### src/gate_service_pkg.sv
// constants, types and helpers shared by the gate service logic
package gate_service_pkg;

  // ---------------------------------------------------------------
  // timing
  // ---------------------------------------------------------------
  localparam int unsigned CLK_HZ = 100_000_000;
  localparam int unsigned CYC_PER_MS = CLK_HZ / 1000;
  localparam int unsigned ARM_WINDOW_MS = 3000;
  localparam int unsigned ARM_DELAY_MS = 2000;
  localparam int unsigned VIEW_DELAY_MS = 3000;
  localparam int unsigned ENTER_HOLD_MS = 3000;
  localparam int unsigned RESET_HOLD_MS = 3000;
  localparam int unsigned RESET_FLASH_MS = 3000;
  localparam int unsigned MAINT_LIT_MS = 2000;
  localparam int unsigned SLOW_HALF_MS = 500;
  localparam int unsigned COUNT_HALF_MS = 250;
  localparam int unsigned FAST_HALF_MS = 100;
  localparam int unsigned FAULT_HALF_MS = 150;
  localparam int unsigned FAULT_PAUSE_MS = 1000;
  localparam int unsigned ARM_WINDOW_CYC = ARM_WINDOW_MS * CYC_PER_MS;
  localparam int unsigned ARM_DELAY_CYC = ARM_DELAY_MS * CYC_PER_MS;
  localparam int unsigned VIEW_DELAY_CYC = VIEW_DELAY_MS * CYC_PER_MS;
  localparam int unsigned ENTER_HOLD_CYC = ENTER_HOLD_MS * CYC_PER_MS;
  localparam int unsigned RESET_HOLD_CYC = RESET_HOLD_MS * CYC_PER_MS;
  localparam int unsigned RESET_FLASH_CYC = RESET_FLASH_MS * CYC_PER_MS;
  localparam int unsigned MAINT_LIT_CYC = MAINT_LIT_MS * CYC_PER_MS;
  localparam int unsigned SLOW_HALF_CYC = SLOW_HALF_MS * CYC_PER_MS;
  localparam int unsigned COUNT_HALF_CYC = COUNT_HALF_MS * CYC_PER_MS;
  localparam int unsigned FAST_HALF_CYC = FAST_HALF_MS * CYC_PER_MS;
  localparam int unsigned FAULT_HALF_CYC = FAULT_HALF_MS * CYC_PER_MS;
  localparam int unsigned FAULT_PAUSE_CYC = FAULT_PAUSE_MS * CYC_PER_MS;

  // ---------------------------------------------------------------
  // settings and log
  // ---------------------------------------------------------------
  localparam int LOG_DEPTH = 8;
  localparam int CAT_W = 4;
  localparam int LED_COUNT = 8;
  localparam logic [2:0] MAINT_LEVEL_DEFAULT = 3'h5;
  localparam logic [2:0] MAINT_PARAM_POS = 3'h6;
  localparam logic [2:0] ENTRY_POS = 3'h0;
  localparam logic [3:0] MAX_DECADES = 4'hF;
  localparam logic [7:0] ALL_LEDS = 8'hFF;

  typedef logic [LOG_DEPTH-1:0] log_flags_t;
  typedef logic [CAT_W-1:0] fault_cat_t;

  // level index 0 is LED one; the limit rises with the level
  function automatic logic [15:0] limit_of(input logic [2:0] lvl);
    logic [15:0] lim;
    unique case (lvl)
      3'h0: lim = 16'h01F4;
      3'h1: lim = 16'h03E8;
      3'h2: lim = 16'h05DC;
      3'h3: lim = 16'h09C4;
      3'h4: lim = 16'h1388;
      3'h5: lim = 16'h2710;
      3'h6: lim = 16'h3A98;
      3'h7: lim = 16'h4E20;
    endcase
    return lim;
  endfunction

endpackage

### src/anomaly_log_if.sv
// carrier between the service logic and its anomaly log
`timescale 1ns/10ps
interface anomaly_log_if;
  import gate_service_pkg::*;
  logic push;
  fault_cat_t cat;
  logic clear;
  log_flags_t flags;
  modport owner (output push, output cat, output clear, input flags);
  modport store (input push, input cat, input clear, output flags);
endinterface

### src/gate_service.sv
// maintenance, override, viewing and factory reset logic of the gate unit
`timescale 1ns/10ps
module gate_service
  import gate_service_pkg::*;
#(
  parameter int CNT_W = 24,
  parameter int unsigned ARM_WINDOW = ARM_WINDOW_CYC,
  parameter int unsigned ARM_DELAY = ARM_DELAY_CYC,
  parameter int unsigned VIEW_DELAY = VIEW_DELAY_CYC,
  parameter int unsigned ENTER_HOLD = ENTER_HOLD_CYC,
  parameter int unsigned RESET_HOLD = RESET_HOLD_CYC,
  parameter int unsigned RESET_FLASH = RESET_FLASH_CYC,
  parameter int unsigned MAINT_LIT = MAINT_LIT_CYC,
  parameter int unsigned SLOW_HALF = SLOW_HALF_CYC,
  parameter int unsigned COUNT_HALF = COUNT_HALF_CYC,
  parameter int unsigned FAST_HALF = FAST_HALF_CYC,
  parameter int unsigned FAULT_HALF = FAULT_HALF_CYC,
  parameter int unsigned FAULT_PAUSE = FAULT_PAUSE_CYC
)
(
  // clock and reset
  input wire logic CORE_CLK_IN,
  input wire logic SYS_RST_IN,
  // panel buttons
  input wire logic SET_BTN_IN,
  input wire logic OPEN_BTN_IN,
  input wire logic CLOSE_BTN_IN,
  // movement command and safety state
  input wire logic MOVE_CMD_IN,
  input wire logic SAFETY_FAIL_IN,
  input wire gate_service_pkg::fault_cat_t FAULT_CAT_IN,
  // manoeuvre events
  input wire logic MANOEUVRE_START_IN,
  input wire logic MANOEUVRE_OPENING_IN,
  input wire logic MANOEUVRE_ACTIVE_IN,
  input wire logic MANOEUVRE_DONE_IN,
  input wire gate_service_pkg::fault_cat_t MANOEUVRE_RESULT_IN,
  // output role configuration and maintenance level write
  input wire logic MAINT_ON_WARN_IN,
  input wire logic MAINT_ON_AUX_IN,
  input wire logic AUX_LOCK_REQ_IN,
  input wire logic LEVEL_WRITE_IN,
  input wire logic [2:0] LEVEL_VALUE_IN,
  // indicators and drives
  output logic [7:0] PROGRAM_LED_OUT,
  output logic WARN_LAMP_OUT,
  output logic AUX_LOCK_OUT,
  output logic HOLD_RUN_OUT,
  output logic FACTORY_CLEAR_OUT,
  // status
  output logic [2:0] MAINT_LEVEL_OUT,
  output logic [CNT_W-1:0] MANOEUVRE_COUNT_OUT,
  output gate_service_pkg::log_flags_t ANOMALY_FLAGS_OUT
);
  import gate_service_pkg::*;

  // ---------------------------------------------------------------
  // parameter checks
  // ---------------------------------------------------------------
  // the counter must reach past the largest limit and the percent product fits 32 bits
  if (CNT_W < 16 || CNT_W > 27)
  begin : g_bad_width
    $error("CNT_W must lie between 16 and 27");
  end
  if (ARM_WINDOW == 0 || ARM_DELAY == 0 || VIEW_DELAY == 0 || SLOW_HALF == 0 ||
      COUNT_HALF == 0 || FAST_HALF == 0 || FAULT_HALF == 0 || FAULT_PAUSE == 0)
  begin : g_bad_time
    $error("timing counts must be at least one cycle");
  end

  // ---------------------------------------------------------------
  // state
  // ---------------------------------------------------------------
  typedef enum logic [3:0] {
    UI_IDLE = 4'h0,
    UI_ENTER = 4'h1,
    UI_SELECT = 4'h2,
    UI_VIEW_WAIT = 4'h3,
    UI_VIEW_LEVEL = 4'h4,
    UI_VIEW_PCT = 4'h5,
    UI_RST_HOLD = 4'h6,
    UI_RST_LIT = 4'h7,
    UI_RST_FLASH = 4'h8
  } ui_state_t;

  typedef enum logic [1:0] {
    MV_IDLE = 2'h0,
    MV_REFUSED = 2'h1,
    MV_ARMING = 2'h2,
    MV_RUN = 2'h3
  } mv_state_t;

  typedef struct packed {
    ui_state_t ui;
    logic [31:0] ui_tmr;
    logic [2:0] sel;
    logic [2:0] lvl;
    logic [CNT_W-1:0] cnt;
    logic [3:0] pct_left;
    logic pct_on;
    logic fast;
    logic [31:0] fast_tmr;
    mv_state_t mv;
    logic [31:0] mv_tmr;
    logic [3:0] lamp_left;
    logic lamp_on;
    logic [31:0] lamp_tmr;
    logic [31:0] blink_tmr;
    logic blink;
    logic [31:0] maint_tmr;
    logic set_p;
    logic open_p;
    logic close_p;
    logic cmd_p;
    logic [7:0] led;
    logic warn;
    logic aux;
    logic hold_run;
    logic fclear;
  } svc_state_t;

  svc_state_t s_q;
  svc_state_t s_d;

  anomaly_log_if lg ();

  anomaly_log u_log (
    .clk(CORE_CLK_IN),
    .rst(SYS_RST_IN),
    .lg(lg)
  );

  // ---------------------------------------------------------------
  // derived values
  // ---------------------------------------------------------------
  logic [31:0] cnt_w;
  logic [31:0] lim_w;
  logic [3:0] decades;
  logic band_low;
  logic band_over;
  logic maint_sig;
  logic set_rise;
  logic open_rise;
  logic close_rise;
  logic cmd_rise;
  logic both_btn;

  assign cnt_w = 32'(s_q.cnt);
  assign lim_w = 32'(limit_of(s_q.lvl));
  assign band_low = (cnt_w * 32'd5) < (lim_w * 32'd4);
  assign band_over = cnt_w > lim_w;
  assign set_rise = SET_BTN_IN && !s_q.set_p;
  assign open_rise = OPEN_BTN_IN && !s_q.open_p;
  assign close_rise = CLOSE_BTN_IN && !s_q.close_p;
  assign cmd_rise = MOVE_CMD_IN && !s_q.cmd_p;
  assign both_btn = OPEN_BTN_IN && CLOSE_BTN_IN;

  // whole tenths of the limit, rounded down; fewer than one gives zero
  always_comb
  begin
    decades = 4'h0;
    for (int k = 1; k <= 15; k++)
    begin
      if (cnt_w * 32'd10 >= lim_w * 32'(k))
      begin
        decades = 4'(k);
      end
    end
  end

  always_comb
  begin
    if (band_over)
    begin
      maint_sig = s_q.blink;
    end
    else if (!band_low)
    begin
      maint_sig = MANOEUVRE_ACTIVE_IN && s_q.blink;
    end
    else
    begin
      maint_sig = s_q.maint_tmr != 32'h0;
    end
  end

  // ---------------------------------------------------------------
  // next state
  // ---------------------------------------------------------------
  always_comb
  begin
    s_d = s_q;
    s_d.set_p = SET_BTN_IN;
    s_d.open_p = OPEN_BTN_IN;
    s_d.close_p = CLOSE_BTN_IN;
    s_d.cmd_p = MOVE_CMD_IN;
    s_d.fclear = 1'b0;
    s_d.ui_tmr = s_q.ui_tmr + 32'h1;

    // free-running slow and fast blink sources
    s_d.blink_tmr = s_q.blink_tmr + 32'h1;
    if (s_q.blink_tmr >= SLOW_HALF - 1)
    begin
      s_d.blink_tmr = 32'h0;
      s_d.blink = !s_q.blink;
    end
    s_d.fast_tmr = s_q.fast_tmr + 32'h1;
    if (s_q.fast_tmr >= FAST_HALF - 1)
    begin
      s_d.fast_tmr = 32'h0;
      s_d.fast = !s_q.fast;
    end

    // manoeuvre counting and the steady start-of-opening light
    if (MANOEUVRE_DONE_IN && s_q.cnt != '1)
    begin
      s_d.cnt = s_q.cnt + CNT_W'(1);
    end
    if (MANOEUVRE_START_IN && MANOEUVRE_OPENING_IN)
    begin
      s_d.maint_tmr = MAINT_LIT;
    end
    else if (s_q.maint_tmr != 32'h0)
    begin
      s_d.maint_tmr = s_q.maint_tmr - 32'h1;
    end
    if (LEVEL_WRITE_IN)
    begin
      s_d.lvl = LEVEL_VALUE_IN;
    end

    // ---- operator panel ----
    unique case (s_q.ui)
      UI_IDLE:
      begin
        s_d.ui_tmr = 32'h0;
        if (both_btn)
        begin
          s_d.ui = UI_RST_HOLD;
        end
        else if (SET_BTN_IN)
        begin
          s_d.ui = UI_ENTER;
        end
      end
      UI_ENTER:
      begin
        if (!SET_BTN_IN)
        begin
          s_d.ui = UI_IDLE;
        end
        else if (s_q.ui_tmr >= ENTER_HOLD - 1)
        begin
          s_d.ui = UI_SELECT;
          s_d.sel = ENTRY_POS;
        end
      end
      UI_SELECT:
      begin
        s_d.ui_tmr = 32'h0;
        if (open_rise)
        begin
          s_d.sel = s_q.sel + 3'h1;
        end
        else if (close_rise)
        begin
          s_d.sel = s_q.sel - 3'h1;
        end
        else if (set_rise)
        begin
          s_d.ui = (s_q.sel == MAINT_PARAM_POS) ? UI_VIEW_WAIT : UI_IDLE;
        end
      end
      UI_VIEW_WAIT:
      begin
        if (!SET_BTN_IN)
        begin
          s_d.ui = UI_SELECT;
        end
        else if (s_q.ui_tmr >= VIEW_DELAY - 1)
        begin
          s_d.ui = UI_VIEW_LEVEL;
        end
      end
      UI_VIEW_LEVEL:
      begin
        s_d.ui_tmr = 32'h0;
        if (!SET_BTN_IN)
        begin
          s_d.ui = UI_SELECT;
        end
        else if (both_btn && (open_rise || close_rise))
        begin
          s_d.ui = UI_VIEW_PCT;
          s_d.pct_left = decades;
          s_d.pct_on = 1'b0;
        end
      end
      UI_VIEW_PCT:
      begin
        if (!SET_BTN_IN)
        begin
          s_d.ui = UI_SELECT;
        end
        else if (s_q.pct_left == 4'h0 && !s_q.pct_on)
        begin
          s_d.ui = UI_VIEW_LEVEL;
        end
        else if (s_q.ui_tmr >= COUNT_HALF - 1)
        begin
          s_d.ui_tmr = 32'h0;
          s_d.pct_on = !s_q.pct_on;
          if (s_q.pct_on)
          begin
            s_d.pct_left = s_q.pct_left - 4'h1;
          end
        end
      end
      UI_RST_HOLD:
      begin
        if (!both_btn)
        begin
          s_d.ui = UI_IDLE;
        end
        else if (s_q.ui_tmr >= RESET_HOLD - 1)
        begin
          s_d.ui = UI_RST_LIT;
        end
      end
      UI_RST_LIT:
      begin
        s_d.ui_tmr = 32'h0;
        // the erase fires only once both buttons are let go
        if (!OPEN_BTN_IN && !CLOSE_BTN_IN)
        begin
          s_d.ui = UI_RST_FLASH;
          s_d.fclear = 1'b1;
          s_d.lvl = MAINT_LEVEL_DEFAULT;
        end
      end
      UI_RST_FLASH:
      begin
        if (s_q.ui_tmr >= RESET_FLASH - 1)
        begin
          s_d.ui = UI_IDLE;
        end
      end
      default:
      begin
        s_d.ui = UI_IDLE;
      end
    endcase

    unique case (s_d.ui)
      UI_SELECT, UI_VIEW_WAIT: s_d.led = s_q.blink ? (8'h01 << s_d.sel) : 8'h00;
      UI_VIEW_LEVEL: s_d.led = 8'h01 << s_d.lvl;
      UI_VIEW_PCT: s_d.led = s_d.pct_on ? (8'h01 << s_d.lvl) : 8'h00;
      UI_RST_LIT: s_d.led = ALL_LEDS;
      UI_RST_FLASH: s_d.led = s_q.fast ? ALL_LEDS : 8'h00;
      default: s_d.led = 8'h00;
    endcase

    // ---- move-anyway override ----
    s_d.mv_tmr = s_q.mv_tmr + 32'h1;
    unique case (s_q.mv)
      MV_IDLE:
      begin
        s_d.mv_tmr = 32'h0;
        if (cmd_rise && SAFETY_FAIL_IN)
        begin
          s_d.mv = MV_REFUSED;
        end
      end
      MV_REFUSED:
      begin
        if (s_q.mv_tmr >= ARM_WINDOW - 1)
        begin
          s_d.mv = MV_IDLE;
        end
        else if (cmd_rise)
        begin
          s_d.mv = MV_ARMING;
          s_d.mv_tmr = 32'h0;
        end
      end
      MV_ARMING:
      begin
        if (!MOVE_CMD_IN)
        begin
          s_d.mv = MV_IDLE;
        end
        else if (s_q.mv_tmr >= ARM_DELAY - 1)
        begin
          s_d.mv = MV_RUN;
        end
      end
      MV_RUN:
      begin
        if (!MOVE_CMD_IN)
        begin
          s_d.mv = MV_IDLE;
        end
      end
    endcase
    s_d.hold_run = (s_d.mv == MV_RUN);

    // ---- fault category flashes: n short flashes then a pause ----
    if (!SAFETY_FAIL_IN)
    begin
      s_d.lamp_left = 4'h0;
      s_d.lamp_on = 1'b0;
      s_d.lamp_tmr = 32'h0;
    end
    else if (s_q.lamp_left == 4'h0 && !s_q.lamp_on)
    begin
      s_d.lamp_tmr = s_q.lamp_tmr + 32'h1;
      if (s_q.lamp_tmr >= FAULT_PAUSE - 1)
      begin
        s_d.lamp_tmr = 32'h0;
        s_d.lamp_left = FAULT_CAT_IN;
      end
    end
    else
    begin
      s_d.lamp_tmr = s_q.lamp_tmr + 32'h1;
      if (s_q.lamp_tmr >= FAULT_HALF - 1)
      begin
        s_d.lamp_tmr = 32'h0;
        s_d.lamp_on = !s_q.lamp_on;
        if (!s_q.lamp_on)
        begin
          s_d.lamp_left = s_q.lamp_left - 4'h1;
        end
      end
    end

    s_d.warn = SAFETY_FAIL_IN ? s_d.lamp_on : (MAINT_ON_WARN_IN && maint_sig);
    s_d.aux = MAINT_ON_AUX_IN ? maint_sig : AUX_LOCK_REQ_IN;
  end

  always_ff @(posedge CORE_CLK_IN)
  begin
    if (SYS_RST_IN)
    begin
      s_q <= '0;
      s_q.lvl <= MAINT_LEVEL_DEFAULT;
    end
    else
    begin
      s_q <= s_d;
    end
  end

  // ---------------------------------------------------------------
  // log hookup and outputs
  // ---------------------------------------------------------------
  assign lg.push = MANOEUVRE_DONE_IN;
  assign lg.cat = MANOEUVRE_RESULT_IN;
  assign lg.clear = s_q.fclear;

  assign PROGRAM_LED_OUT = s_q.led;
  assign WARN_LAMP_OUT = s_q.warn;
  assign AUX_LOCK_OUT = s_q.aux;
  assign HOLD_RUN_OUT = s_q.hold_run;
  assign FACTORY_CLEAR_OUT = s_q.fclear;
  assign MAINT_LEVEL_OUT = s_q.lvl;
  assign MANOEUVRE_COUNT_OUT = s_q.cnt;
  assign ANOMALY_FLAGS_OUT = lg.flags;
endmodule

### src/anomaly_log.sv
// eight-entry anomaly log, newest result at position zero
`timescale 1ns/10ps
module anomaly_log
  import gate_service_pkg::*;
(
  // clock and reset
  input wire logic clk,
  input wire logic rst,
  // log port
  anomaly_log_if.store lg
);
  typedef struct packed {
    logic [LOG_DEPTH-1:0][CAT_W-1:0] cat;
    log_flags_t flags;
  } log_state_t;

  log_state_t s_q;
  log_state_t s_d;

  always_comb
  begin
    s_d = s_q;
    if (lg.clear)
    begin
      s_d.cat = '0;
    end
    // a result landing with the clear survives it
    if (lg.push)
    begin
      s_d.cat = {s_d.cat[LOG_DEPTH-2:0], lg.cat};
    end
    for (int i = 0; i < LOG_DEPTH; i++)
    begin
      s_d.flags[i] = |s_d.cat[i];
    end
  end

  always_ff @(posedge clk)
  begin
    if (rst)
    begin
      s_q <= '0;
    end
    else
    begin
      s_q <= s_d;
    end
  end

  assign lg.flags = s_q.flags;
endmodule

### config.mk
export PLATFORM = sky130hd
export DESIGN_NAME = gate_service
export DESIGN_NICKNAME = d
export VERILOG_FILES = /design/src/gate_service_pkg.sv /design/src/anomaly_log_if.sv /design/src/gate_service.sv /design/src/anomaly_log.sv
export SDC_FILE = /design/constraint.sdc
export NUM_CORES = 1
export LEC_CHECK = 0
export ABC_AREA = 0
export ABC_CLOCK_PERIOD_IN_PS = 10300
export BUFFER_PORTS_ARGS = -buffer_cell sky130_fd_sc_hd__buf_2
export CORE_ASPECT_RATIO = 1.4
export CORE_UTILIZATION = 60
export DETAILED_ROUTE_END_ITERATION = 10
export HOLD_SLACK_MARGIN = 0.02
export PLACE_DENSITY = 0.75
export SLEW_MARGIN = 10
export SYNTH_ARGS = -nofsm -noshare
export SYNTH_HDL_FRONTEND = slang
export SYNTH_SLANG_ARGS = --single-unit
export TNS_END_PERCENT = 1
### constraint.sdc
create_clock -name CORE_CLK_IN -period 10.3 [get_ports CORE_CLK_IN]
set_input_delay 2.06 -clock CORE_CLK_IN [delete_from_list [all_inputs] [get_ports CORE_CLK_IN]]
set_output_delay 2.06 -clock CORE_CLK_IN [all_outputs]
set_load 0.05 [all_outputs]
==> summary.txt <==
Floorplanning
  – Ports: 73
  – Initial Utilization: 60.7%
  – Die area: 0.0425 mm2
  – Rows: 88
  – Die extent in x: 174 um
  – Core area: 0.0412 mm2
  – Die Span Y: 243 um

Synthesis
  – Ys Warns: 0
  – Synthesized cell area: about 0.025 mm2
  – Avg Cell Area, Syn: approximately 8.6 um2
  – Post-synth EDFFs: 0
  – Asr flop ratio synth: 0%
  – Ys flop type: dfxtp_1
  – Synth unique cells: 90
  – Register area share after synthesis: 24.8%
  – Flops & latches, synth: 309
  – Synth Instances: 2919

CTS
  – Root Driver: clkbuf_16
  – Clock Tree Buf Depth: 3
  – CTS tree: built
  – Post_cts resized: 0
  – Clock Sinks: approximately 300
  – CTS H-tree depth: 1
  – # hold bufs at CTS: 0
  – Worst-Skew Late Latency: 0.59 ns
  – Clk pin slew, worst setup/hold paths: approximately 0.06 ns
  – Num CTS Buffers: 31
  – Setup Fix Bufs, Post-CTS: 0

Worst setup path
  – Crit path arrival time: 7.65 ns
  – Critical path's slowest cell: a2111oi_0
  – Worst setup SP type: register
  – Critical Path RT: 10.77 ns
  – R2r startpoint: lim_w[5]$_DFF_P_
  – CP peak stage delay: 0.87 ns
  – Worst Path Buf+Inv: 1
  – Worst-path maximum fanout: 14
  – CP delay by family, top: compound AO/OA/AOI/OAI gates
  – CP Launch Point: lim_w[5]$_DFF_P_
  – Setup crit end kind: register
  – Depth of the worst register-to-register path: 25
  – WP depth: 25
  – Critical path type: register to register

Timing
  – Fin. max-slew vios: 0
  – Fin crit period: 7.18 ns
  – Fin Clk Skew: approximately 0.013 ns
  – Relative slew margins: 32.6%
  – TNS Setup: 0 ns
  – RSZ-0062 raised after global routing: no
  – Hold Slack: 0.458 ns
  – Period utilization: 69.7%
  – Fin. Hold Viols: 0
  – Setup violators final: 0
  – Worst-Margin Slew: 0.985 ns
  – Peak Freq: 139 MHz

Finish
  – Layout cells sized above 1: between 6 and 7%
  – Filler cell count: between 3000 and 4000
  – Final nets: 3443
  – Syn-to-layout area delta: 7.45%
  – N_diodes: 0
  – Fin cells: approximately 3500
  – Post-route cell area: around 0.027 mm2

Placement
  – Routability cong.: 0.932
  – Detailed Place HPWL: 47.5 mm
  – I/O Buffers: 72
  – Cells after DPL: approximately 3500
  – Cell Area, Placed: 0.0257 mm2

Drt
  – Detail Route Antenna Nets: 0
  – M1 WL: 25.7 mm
  – Initial drt markers: 1344
  – Avg Vias per Cell: 5.99
  – Met3 wire length: 2.43 mm
  – TritonRoute pass-1 iters: 5
  – Met2 Routed Length: ~30 mm
  – Routed len/inst: approximately 17 um
  – # DRC: 0
  – Final wirelength: 61.1 mm
  – Via count: 21200
  – Max Used Layer: met4

Min path
  – Hold path depth: 1
  – Hold Path Class: register to register
  – Origin of the worst min-delay path: s_q[118]$_SDFF_PP0_

Global routing
  – Largest net degree at the start of global routing: 49
  – First-pass GRT wire length: 101 mm
  – GRT Util Overall: 28.6%
  – Vias in the first global route: 21100
  – Initial antenna violation count: 0
  – Total gr overflow: 0

Pwr
  – Leakage: 11.8 nW
  – VDD IR-drop max: 171 uV
  – Power Density: 145 mW/mm2

Flow run
  – Max Cap Violations: 0

Status
  – Status: complete, no violations
cell usage after synthesis (49+ instances only):
cell	instances	share of area, %
o21ai_0	95	1.9
nor2_1	389	5.8
nor3_1	71	1.4
fa_1	60	4.8
ha_1	389	19
dfxtp_1	309	25
xnor2_1	137	4.8
inv_1	148	2.2
a21o_1	51	1.5
xor2_1	124	4.3
nand2_1	164	2.5
nand3_1	118	2.4
nand4_1	49	1.2
a21oi_1	156	3.1
routing by layer:
metal / GRT usage [%] / vias to the layer above
met3: 3.04 / 185
met4: 15.0 / 0
met1: 33.3 / 10000
met2: 51.2 / 470
met5: 0 / -
li1: - / 10500
cells in the final DEF, fill, tap and decap left out, types with 19 or more instances in the layout:
master,count
nand2b_1,33
o211ai_1,24
o21ai_0,95
buf_4,19
conb_1,19
xor2_1,124
mux2i_1,39
nand2_1,164
fa_1,60
nand3_1,118
nor3_1,71
xnor2_1,137
dfxtp_1,309
or3_1,21
o21a_1,28
a211oi_1,36
a31oi_1,23
nor2_1,389
buf_2,72
nand4_1,49
clkbuf_16,31
a21o_1,51
nor2b_1,32
and3_1,36
ha_1,389
inv_1,148
nor4_1,33
o21bai_1,25
a21oi_1,156
logic make-up (layout without fill, tap and decap cells):
kind of cell	count (synthesis)	after routing	share of synthesized area, %
and+or+nand+nor	1026	1026	19.7
AOI/OAI and AO/OA	584	584	15.9
adders and majority gates	454	454	24.5
DFF	309	309	24.8
xor gates and xnor gates	262	262	9.21
buffers and inverters	242	298	4.30
muxes	41	41	1.65
other	1	19	0.0150
worst register-to-register path: stages (launching register included):
cell	delay, ns
dfxtp_1	0.82
fa_1	0.63
fa_1	0.49
ha_1	0.36
nor2b_1	0.16
o21ai_0	0.25
a21boi_0	0.14
o21ai_0	0.24
a21oi_1	0.11
o21ai_0	0.27
a21oi_1	0.14
o41ai_1	0.53
mux2i_1	0.25
o2111a_1	0.21
ha_1	0.24
nand4_1	0.11
nor2_1	0.07
o211a_1	0.10
o211ai_1	0.10
nor2_1	0.09
a2111oi_0	0.87
buf_4	0.25
o2111a_1	0.21
o211ai_1	0.12
o31ai_1	0.25
a21oi_1	0.06
cell type report:
cell class	count	area [um2]	area share [%]
Sequential cell	309	6190	23.0
Tap cell	540	676	2.52
Inverter	149	559	2.08
Clock inverter	18	274	1.02
Clock buffer	40	850	3.16
Timing Repair Buffer	91	503	1.87
Multi-Input combinational cell	2386	17800	66.3
per-stage QoR:
stage | util, % | setup WS, ns | power (mW)
finish | 65.2 | 3.12 | 3.90
detailed placement | 62.5 | 3.31 | 2.67
floorplan | - | 4.50 | 2.36
global placement | 62.5 | 3.33 | 2.61
global route | 65.2 | 2.71 | 4.14
CTS | 65.2 | 3.26 | 3.91
sequential cells by signal, indices dropped and copies added (netlist names):
signal               flops
AUX_LOCK_OUT             1
s_q                    217
MAINT_LEVEL_OUT          3
HOLD_RUN_OUT             1
WARN_LAMP_OUT            1
MANOEUVRE_COUNT_OUT     24
u_log.s_q               32
FACTORY_CLEAR_OUT        1
lim_w                   13
u_log.lg.flags           8
PROGRAM_LED_OUT          8
final timing paths:
kind / end / slack (ns)
max: s_q[187]$_SDFFE_PP0P_ / 3.12
max reg2reg: s_q[187]$_SDFFE_PP0P_ / 3.12
min reg2reg: s_q[118]$_SDFF_PP0_ / 0.46
min: s_q[118]$_SDFF_PP0_ / 0.46
power by group:
part	switching, mW	total, mW	internal, mW
logic	0.796	1.37	0.578
clock network	0.490	1.23	0.738
registers	0.0573	1.29	1.24
(Power assumes the default switching activity.)
